--- src/hisl_consts.vh ---
`ifndef HISL_CONSTS_VH
`define HISL_CONSTS_VH
// Field positions of the interface identity/select register
`define HISL_TYPE_LSB 0
`define HISL_TYPE_MSB 3
`define HISL_VER_LSB 4
`define HISL_VER_MSB 7
`define HISL_MLOC_BIT 8
`define HISL_XFER_LSB 11
`define HISL_XFER_MSB 12
`define HISL_FIFO_IFACE_CAP_BIT 13
`define HISL_CMD_BUFFER_IFACE_CAP_BIT 14
`define HISL_SEL_LSB 17
`define HISL_SEL_MSB 18
`define HISL_LOCK_BIT 19
// Interface type codes
`define HISL_TYPE_FIFO 4'h0
`define HISL_TYPE_CRB 4'h1
`define HISL_TYPE_LEGACY 4'hf
// Selector codes
`define HISL_SEL_FIFO 2'h0
`define HISL_SEL_CRB 2'h1
`define HISL_SEL_RSVD 2'h3
// Transfer size codes
`define HISL_XFER_4 2'h0
`define HISL_XFER_8 2'h1
`define HISL_XFER_32 2'h2
`define HISL_XFER_64 2'h3
// Aborted reads return all ones in the low byte
`define HISL_ABORT_DATA 8'hff
// Locality action codes on loc_cmd_in
`define HISL_LOC_NONE 2'h0
`define HISL_LOC_REQ 2'h1
`define HISL_LOC_REL 2'h2
`define HISL_LOC_SEIZE 2'h3
`define HISL_NLOC 5
`endif

--- src/hisl_top.v ---
`timescale 1ns/10ps
`include "hisl_consts.vh"

// Function
// - Multi-locality bit reflects five-locality support
// - Single-locality part lacks seize, keeps protocol
// - FIFO capability bit read-only
// - Buffer capability bit read-only
// - Read-only transfer-size field in identity register
// - Selector changes only with both caps, unlocked
// - Locked selector discards writes
// - Type FIFO: 00 ignored, 01 selects buffer
// - Type buffer: 11 ignored, 00 selects FIFO
// - Legacy type ignores all selector writes
// - Lock set-only, needs both capabilities
// - Lock cleared on platform init event; a lock write on that cycle wins
// - Idle device grants first requester
// - Release grants highest pending locality
// - Seize only from lower locality
// - LPC abort leaves no internal effect
// - Aborted LPC read returns FFh
// - SPI read abort holds MISO high until deselect
// - SPI write abort drives MISO high, drops data
// - Wait states may precede SPI abort
// - Failure mode drops hash commands silently
// - Failure mode keeps registers and localities working
// - Transfer-size encoding
// - Active interface type encoding
// - Reset pin rising edge is platform init
module hisl_top #(
  parameter CAP_FIFO = 1'b1,
  parameter CAP_CRB = 1'b1,
  parameter CAP_MULTI_LOC = 1'b1,
  parameter [1:0] XFER_SIZE = 2'h3,
  parameter LEGACY_ONLY = 1'b0,
  parameter [3:0] BOOT_TYPE = 4'h0
) (
  input wire clk_in,
  input wire nrst_in,
  input wire bus_rst_n_in,
  input wire reg_wr_in,
  input wire reg_rd_in,
  input wire [31:0] reg_wdata_in,
  input wire bus_abort_in,
  input wire [1:0] loc_cmd_in,
  input wire [2:0] loc_num_in,
  input wire loc_withdraw_in,
  input wire failure_mode_in,
  input wire hash_cmd_in,
  input wire spi_sel_n_in,
  input wire spi_is_read_in,
  input wire spi_abort_req_in,
  input wire spi_decode_busy_in,
  output reg [31:0] reg_rdata_out,
  output reg reg_rdata_valid_out,
  output reg hash_dropped_out,
  output reg [4:0] loc_pending_out,
  output reg [2:0] active_loc_out,
  output reg loc_active_out,
  output reg [3:0] active_iface_type_out,
  output reg miso_out,
  output reg miso_oe_n_out,
  output reg spi_wait_out,
  output reg spi_drop_data_out
);

  // Two-flop synchronisers for the pins from the host bus domain
  reg rst_pin_s1_r;
  reg rst_pin_s2_r;
  reg rst_pin_d_r;
  reg sel_s1_r;
  reg sel_s2_r;
  wire init_evt;
  wire both_caps;

  reg [3:0] active_iface_type_r;
  reg [1:0] iface_select_r;
  reg iface_select_lock_r;
  reg [4:0] pend_r;
  reg [4:0] pend_nxt;
  reg [2:0] act_r;
  reg [2:0] act_nxt;
  reg act_v_r;
  reg act_v_nxt;
  reg init_seen_r;

  // One-hot states of the SPI abort sequencer
  localparam ST_IDLE = 3'b001;
  localparam ST_WAIT = 3'b010;
  localparam ST_ABORT = 3'b100;
  reg [2:0] spi_st_r;

  // Highest set bit of a pending mask
  function [2:0] hisl_top_hi;
    input [4:0] m;
    integer i;
    begin
      hisl_top_hi = 3'h0;
      for (i = 0; i < `HISL_NLOC; i = i + 1)
        if (m[i])
          hisl_top_hi = i[2:0];
    end
  endfunction

  always @(posedge clk_in)
  begin
    if (!nrst_in)
    begin
      // Idle high, so leaving reset with the pin high shows no false rising edge
      rst_pin_s1_r <= 1'b1;
      rst_pin_s2_r <= 1'b1;
      rst_pin_d_r <= 1'b1;
      sel_s1_r <= 1'b1;
      sel_s2_r <= 1'b1;
    end
    else
    begin
      rst_pin_s1_r <= bus_rst_n_in;
      rst_pin_s2_r <= rst_pin_s1_r;
      rst_pin_d_r <= rst_pin_s2_r;
      sel_s1_r <= spi_sel_n_in;
      sel_s2_r <= sel_s1_r;
    end
  end

  assign init_evt = rst_pin_s2_r & ~rst_pin_d_r;
  // Selector and lock may only move when both interfaces are offered
  assign both_caps = CAP_FIFO & CAP_CRB;

  // Identity register: selector choice lands in the type at the next init
  always @(posedge clk_in)
  begin
    if (!nrst_in)
    begin
      active_iface_type_r <= 4'h0;
      iface_select_r <= 2'h0;
      iface_select_lock_r <= 1'b0;
      init_seen_r <= 1'b0;
    end
    else if (!init_seen_r)
    begin
      // Strap-like defaults loaded one cycle after reset release
      init_seen_r <= 1'b1;
      active_iface_type_r <= LEGACY_ONLY ? `HISL_TYPE_LEGACY : BOOT_TYPE;
      iface_select_r <= (BOOT_TYPE == `HISL_TYPE_CRB) ? `HISL_SEL_CRB : `HISL_SEL_FIFO;
    end
    else if (init_evt)
    begin
      iface_select_lock_r <= 1'b0;
      // A lock write landing on the init cycle still wins over the clear
      if (reg_wr_in && !bus_abort_in && both_caps && reg_wdata_in[`HISL_LOCK_BIT])
        iface_select_lock_r <= 1'b1;
      if (active_iface_type_r != `HISL_TYPE_LEGACY)
        active_iface_type_r <= (iface_select_r == `HISL_SEL_CRB) ? `HISL_TYPE_CRB : `HISL_TYPE_FIFO;
    end
    else if (reg_wr_in && !bus_abort_in)
    begin
      // Capability and type bits are never stored from the bus
      // Ignored selector codes leave a pending choice untouched
      if (both_caps && !iface_select_lock_r && active_iface_type_r != `HISL_TYPE_LEGACY)
      begin
        if (active_iface_type_r == `HISL_TYPE_FIFO &&
            reg_wdata_in[`HISL_SEL_MSB:`HISL_SEL_LSB] == `HISL_SEL_CRB)
          iface_select_r <= `HISL_SEL_CRB;
        else if (active_iface_type_r == `HISL_TYPE_CRB &&
                 reg_wdata_in[`HISL_SEL_MSB:`HISL_SEL_LSB] == `HISL_SEL_FIFO)
          iface_select_r <= `HISL_SEL_FIFO;
      end
      // Lock applied after the selector in the same write
      if (both_caps && reg_wdata_in[`HISL_LOCK_BIT])
        iface_select_lock_r <= 1'b1;
    end
  end

  // Locality arbitration; single-locality parts accept only locality 0
  always @*
  begin
    pend_nxt = pend_r;
    act_nxt = act_r;
    act_v_nxt = act_v_r;
    if (!bus_abort_in && (CAP_MULTI_LOC || loc_num_in == 3'h0) && loc_num_in < 3'h5)
    begin
      // A request wins over a withdrawal arriving in the same cycle
      if (loc_withdraw_in)
        pend_nxt[loc_num_in] = 1'b0;
      if (loc_cmd_in == `HISL_LOC_REQ && !(act_v_r && act_r == loc_num_in))
        pend_nxt[loc_num_in] = 1'b1;
      if (loc_cmd_in == `HISL_LOC_SEIZE && CAP_MULTI_LOC && act_v_r && loc_num_in > act_r)
      begin
        act_nxt = loc_num_in;
        pend_nxt[loc_num_in] = 1'b0;
      end
      else if (loc_cmd_in == `HISL_LOC_REL && act_v_r && loc_num_in == act_r)
        act_v_nxt = 1'b0;
    end
    // An idle device grants a request in the cycle it arrives
    if (!act_v_nxt && pend_nxt != 5'h00)
    begin
      act_nxt = hisl_top_hi(pend_nxt);
      act_v_nxt = 1'b1;
      pend_nxt[act_nxt] = 1'b0;
    end
  end

  always @(posedge clk_in)
  begin
    if (!nrst_in || init_evt)
    begin
      pend_r <= 5'h00;
      act_r <= 3'h0;
      act_v_r <= 1'b0;
    end
    else
    begin
      pend_r <= pend_nxt;
      act_r <= act_nxt;
      act_v_r <= act_v_nxt;
    end
  end

  // SPI abort: optional wait, then MISO held high until deselect
  always @(posedge clk_in)
  begin
    if (!nrst_in)
    begin
      spi_st_r <= ST_IDLE;
      miso_out <= 1'b0;
      miso_oe_n_out <= 1'b1;
      spi_wait_out <= 1'b0;
      spi_drop_data_out <= 1'b0;
    end
    else
    begin
      case (spi_st_r)
        ST_IDLE:
        begin
          miso_oe_n_out <= 1'b1;
          spi_drop_data_out <= 1'b0;
          if (!sel_s2_r && spi_decode_busy_in)
          begin
            spi_st_r <= ST_WAIT;
            spi_wait_out <= 1'b1;
          end
          else if (!sel_s2_r && spi_abort_req_in)
          begin
            spi_st_r <= ST_ABORT;
            miso_out <= 1'b1;
            miso_oe_n_out <= 1'b0;
            spi_drop_data_out <= ~spi_is_read_in;
          end
        end
        ST_WAIT:
        begin
          if (sel_s2_r)
          begin
            spi_st_r <= ST_IDLE;
            spi_wait_out <= 1'b0;
          end
          // Abort is only issued once decoding has finished
          else if (!spi_decode_busy_in)
          begin
            spi_wait_out <= 1'b0;
            if (spi_abort_req_in)
            begin
              spi_st_r <= ST_ABORT;
              miso_out <= 1'b1;
              miso_oe_n_out <= 1'b0;
              spi_drop_data_out <= ~spi_is_read_in;
            end
            else
              spi_st_r <= ST_IDLE;
          end
        end
        ST_ABORT:
        begin
          miso_out <= 1'b1;
          if (sel_s2_r)
          begin
            spi_st_r <= ST_IDLE;
            miso_out <= 1'b0;
            miso_oe_n_out <= 1'b1;
            spi_drop_data_out <= 1'b0;
          end
        end
        default:
        begin
          // Release MISO so a corrupted state cannot keep driving the pin
          spi_st_r <= ST_IDLE;
          spi_wait_out <= 1'b0;
          miso_out <= 1'b0;
          miso_oe_n_out <= 1'b1;
        end
      endcase
    end
  end

  // Read data and outputs
  always @(posedge clk_in)
  begin
    if (!nrst_in)
    begin
      reg_rdata_out <= 32'h00000000;
      reg_rdata_valid_out <= 1'b0;
      hash_dropped_out <= 1'b0;
      loc_pending_out <= 5'h00;
      active_loc_out <= 3'h0;
      loc_active_out <= 1'b0;
      active_iface_type_out <= 4'h0;
    end
    else
    begin
      reg_rdata_valid_out <= reg_rd_in;
      // Aborted reads answer all ones in the low byte, as a master abort would
      if (reg_rd_in && bus_abort_in)
        reg_rdata_out <= {24'h000000, `HISL_ABORT_DATA};
      else if (reg_rd_in)
      begin
        reg_rdata_out <= 32'h00000000;
        reg_rdata_out[`HISL_TYPE_MSB:`HISL_TYPE_LSB] <= active_iface_type_r;
        reg_rdata_out[`HISL_VER_MSB:`HISL_VER_LSB] <= {3'h0, active_iface_type_r == `HISL_TYPE_CRB};
        reg_rdata_out[`HISL_MLOC_BIT] <= CAP_MULTI_LOC;
        reg_rdata_out[`HISL_XFER_MSB:`HISL_XFER_LSB] <= XFER_SIZE;
        reg_rdata_out[`HISL_FIFO_IFACE_CAP_BIT] <= CAP_FIFO;
        reg_rdata_out[`HISL_CMD_BUFFER_IFACE_CAP_BIT] <= CAP_CRB;
        reg_rdata_out[`HISL_SEL_MSB:`HISL_SEL_LSB] <= iface_select_r;
        reg_rdata_out[`HISL_LOCK_BIT] <= iface_select_lock_r;
      end
      // Hash commands complete at once in failure mode, never stalling
      hash_dropped_out <= hash_cmd_in & failure_mode_in;
      // Status outputs trail the internal state by one cycle
      loc_pending_out <= pend_r;
      active_loc_out <= act_r;
      loc_active_out <= act_v_r;
      active_iface_type_out <= active_iface_type_r;
    end
  end

endmodule // hisl_top

--- config.mk ---
export PLATFORM = sky130hd
export DESIGN_NAME = hisl_top
export DESIGN_NICKNAME = d
export VERILOG_FILES = /design/src/hisl_top.v
export VERILOG_INCLUDE_DIRS = /design/src
export SDC_FILE = /design/constraint.sdc
export NUM_CORES = 1
export LEC_CHECK = 0
export BUFFER_PORTS_ARGS = -buffer_cell sky130_fd_sc_hd__buf_4
export CORE_MARGIN = 8
export CORE_UTILIZATION = 42
export DETAILED_ROUTE_END_ITERATION = 10
export PLACE_DENSITY = 0.76
export SLEW_MARGIN = 20
export SYNTH_ARGS = -nofsm -noshare
export SYNTH_HDL_FRONTEND = slang
export SYNTH_SLANG_ARGS = --single-unit
export TNS_END_PERCENT = 5
--- constraint.sdc ---
create_clock -name clk_in -period 1.9 [get_ports clk_in]
set_input_delay 0 -clock clk_in [delete_from_list [all_inputs] [get_ports clk_in]]
set_output_delay 0 -clock clk_in [all_outputs]
set_load 0.02 [all_outputs]
==> results.cfg <==
[logic_synthesis]
yosys_register_bits = 42
yosysUniqueCellTypes = 56
syn_avg_cell_area_um2 = 8.72
seq_area_frac_synth_pct = 38.4
synth-edff-count = 0
syn_area_um2 = 2190
ys.flop_type = dfxtp_1
yosys_warnings = 0
ys_async_sr_fraction_pct = 0
postSynthCellCount = 251

[floorplanning]
die_w_um = 88.2
die_area_um2 = 7780
start_util_pct = 43.1
num_rows = 26
core_um2 = 5070
ios = 101
die_y_um = 88.2

[clock_tree]
cts_num_sinks = 42
htree_num_levels = 2
clkTransAtPathRegs_ns = 0.09
clock-root-buffer = clkbuf_8
cts_tree = built
insertion_delay_ns = 0.30
cts_inserted_buffers = 5
cts_buffer_depth = 2

[power_and_ir_drop]
powerDensity_nw_per_um2 = 679
ir_worst_vdd_v = 0.000324
p_leak_nw = 1.21

[worst_setup_path]
rr_startpoint = act_r[2]$_SDFFE_PP0P_
rr_endpoint = act_r[0]$_SDFFE_PP0P_
arrival_ns = 2.23
path_cells = inv_2 > ha_4 > nand2_1 > o21ai_2 > a21oi_4 > o31ai_4 > o21ai_0 > a311oi_1 > o22ai_1
r2r.worst_path.cells = 9
cp_max_fo = 5
max_stage_delay_ns = 0.34
r2r_setup_slack_ns = -0.15
crit_type = register to register
crit_path_end_kind = register
start_kind = register
cp_slowest_cell = dfxtp_2
cp.required_ns = 2.08

[worst_hold_path]
hold_class = input port to register
worstHoldStart = spi_is_read_in
hold_path_end = spi_drop_data_out$_SDFFE_PN0P_
hold_depth = 4

[cells_and_area]
final_cell_mix = buf_4, dfxtp_1, conb_1
diodes = 0
drive_above_1_share_pct = 33.8
fill_cells = 461
area.sequential_um2 = 843
layout.nets = 360
fin_util_pct = 55.6
final_common_cell = buf_4
multi_input_area_um2 = 1190
area_growth_pct = 28.9

[routing]
drc = 0
antenna_left = 0
dr.pass1.iters = 4
via_per_inst = 4.93
drt-initial-drc-count = 92
totalWireLength_mm = 5.21
wl_per_cell_um = 13.8
num_vias = 1862

[timing]
hold_viol_final = 0
rsz0062_at_grt = true
post-route-period-util_pct = 108
setup_viol = 7
min_period_ns = 2.05
final.setup.worst_slack_ns = -0.149
max_freq_mhz = 488
finClkSkew_ns = 0.0109
drv_slew = 0

[run_status]
violations = setup timing
status = complete, but fails checks

[flow_run]
cap_violations = 0

[global_route]
grtUsageTotal_pct = 13.3
antenna_found_initial = 0
grt_pass1_wl_mm = 8.22
gr-total-overflow = 0
grt_pass1_vias = 1865
grt_max_degree = 35

[placement]
hpwl_mm = 3.81
numPortBuffers = 51
pre_cts_slack_ns = -0.0841
gp_congestion = 0.894
[registers in the layout, summed over array words and instances (netlist names), 3 cells and up]
| signal | flops |
|---|---|
| pend_r | 5 |
| spi_st_r | 3 |
| act_r | 3 |
| reg_rdata_out | 5 |
| loc_pending_out | 5 |
| active_loc_out | 3 |
[power breakdown]
| part | switching [W] | leakage [nW] | internal [W] | total (W) |
|---|---|---|---|---|
| Clock | 0.000315 | 0.0579 | 0.000387 | 0.000702 |
| Sequential | 0.0000166 | 0.343 | 0.000899 | 0.000916 |
| Combinational | 0.000174 | 0.811 | 0.000124 | 0.000299 |
[synthesized netlist by cell type, types with 2 or more instances]
| cell type | count | area [µm²] |
|---|---|---|
| a21boi_0 | 3 | 22.5 |
| a21oi_1 | 13 | 65.1 |
| a221oi_2 | 2 | 30.0 |
| a31oi_1 | 2 | 12.5 |
| and2_1 | 16 | 100 |
| and3_1 | 2 | 12.5 |
| buf_2 | 3 | 15.0 |
| buf_4 | 31 | 233 |
| clkbuf_1 | 7 | 26.3 |
| dfxtp_1 | 42 | 841 |
| ha_1 | 3 | 37.5 |
| inv_1 | 10 | 37.5 |
| mux2i_1 | 2 | 20.0 |
| nand2_1 | 19 | 71.3 |
| nand2b_1 | 13 | 81.3 |
| nand3_1 | 5 | 25.0 |
| nor2_1 | 15 | 56.3 |
| nor2b_1 | 3 | 18.8 |
| nor3_1 | 5 | 25.0 |
| o211a_1 | 3 | 30.0 |
| o21a_1 | 4 | 30.0 |
| o21ai_0 | 9 | 45.0 |
| o21ai_1 | 3 | 15.0 |
| o22ai_1 | 3 | 18.8 |
| or2_2 | 2 | 12.5 |
[routing by layer]
metal | vias up | wire length (µm) | global-route usage (%)
met3 | 10 | 407 | 4.22
met1 | 866 | 2130 | 14.4
met5 | - | 0 | 0
li1 | 916 | - | -
met4 | 0 | 94 | 6.30
met2 | 70 | 2570 | 22.7
[through the flow]
| stage | hold WS (ns) | power [W] | TNS (ns) | area (µm²) | instances |
|---|---|---|---|---|---|
| after floorplan | 0.0277 | 0.00115 | 0 | 2310 | 270 |
| after global placement | 0.185 | 0.00121 | -0.131 | 2590 | 362 |
| after detailed placement | 0.187 | 0.00121 | -0.290 | 2590 | 362 |
| after CTS | 0.00930 | 0.00193 | -0.390 | 2820 | 378 |
| after global routing | 0.0321 | 0.00200 | -1.13 | 2820 | 378 |
| final | 0.0142 | 0.00192 | -0.466 | 2820 | 378 |
[area by class of cell]
cell class | count | share of cell area [%]
Inverter | 10 | 1.33
Clock inverter | 3 | 1.42
Multi-Input combinational cell | 177 | 42.3
Timing Repair Buffer | 71 | 19.5
Tap cell | 70 | 3.10
Clock buffer | 5 | 2.44
Sequential cell | 42 | 29.9
[worst max-delay path: cells and delay by family, from the launching register on]
kind	cells	cell delay, ns
AOI/OAI and AO/OA	6	1.21
DFF	1	0.34
adders and majority gates	1	0.27
and+or+nand+nor	1	0.06
buffers and inverters	1	0.04
[cell families (layout without fill, tap and decap cells)]
group | Yosys count | in the layout | synth area share (%)
flip-flops | 42 | 42 | 38.4
XOR/XNOR | 1 | 1 | 0.400
adder cells (fa/ha/maj) | 3 | 3 | 1.71
AND/OR/NAND/NOR | 94 | 94 | 24.2
multiplexers | 3 | 3 | 1.60
buffers and inverters | 51 | 89 | 14.2
AO/OA/AOI/OAI | 56 | 56 | 19.3
other | 1 | 20 | 0.171
[worst max-delay path by stage]
stage | endpoint | start
floorplan | pend_r[0]$_SDFF_PP0_ | act_r[2]$_SDFFE_PP0P_
global placement | act_r[2]$_SDFFE_PP0P_ | act_r[0]$_SDFFE_PP0P_
detailed placement | act_r[1]$_SDFFE_PP0P_ | act_r[0]$_SDFFE_PP0P_
CTS | act_r[0]$_SDFFE_PP0P_ | act_r[2]$_SDFFE_PP0P_
global route | act_r[0]$_SDFFE_PP0P_ | act_r[2]$_SDFFE_PP0P_
finish | act_r[0]$_SDFFE_PP0P_ | act_r[2]$_SDFFE_PP0P_
[timing repair]
| action | 4_1_cts | 5_1_grt |
|---|---|---|
| endpoints found under the setup margin | 6 | 8 |
| hold endpoints to repair | 7 | 0 |
| pin swaps | 10 | 1 |
| buffers inserted | 1 | 0 |
| hold buffers | 7 | 0 |
| gates resized for setup | 8 | 0 |
Note: power is estimated with default switching activity, not from simulation.
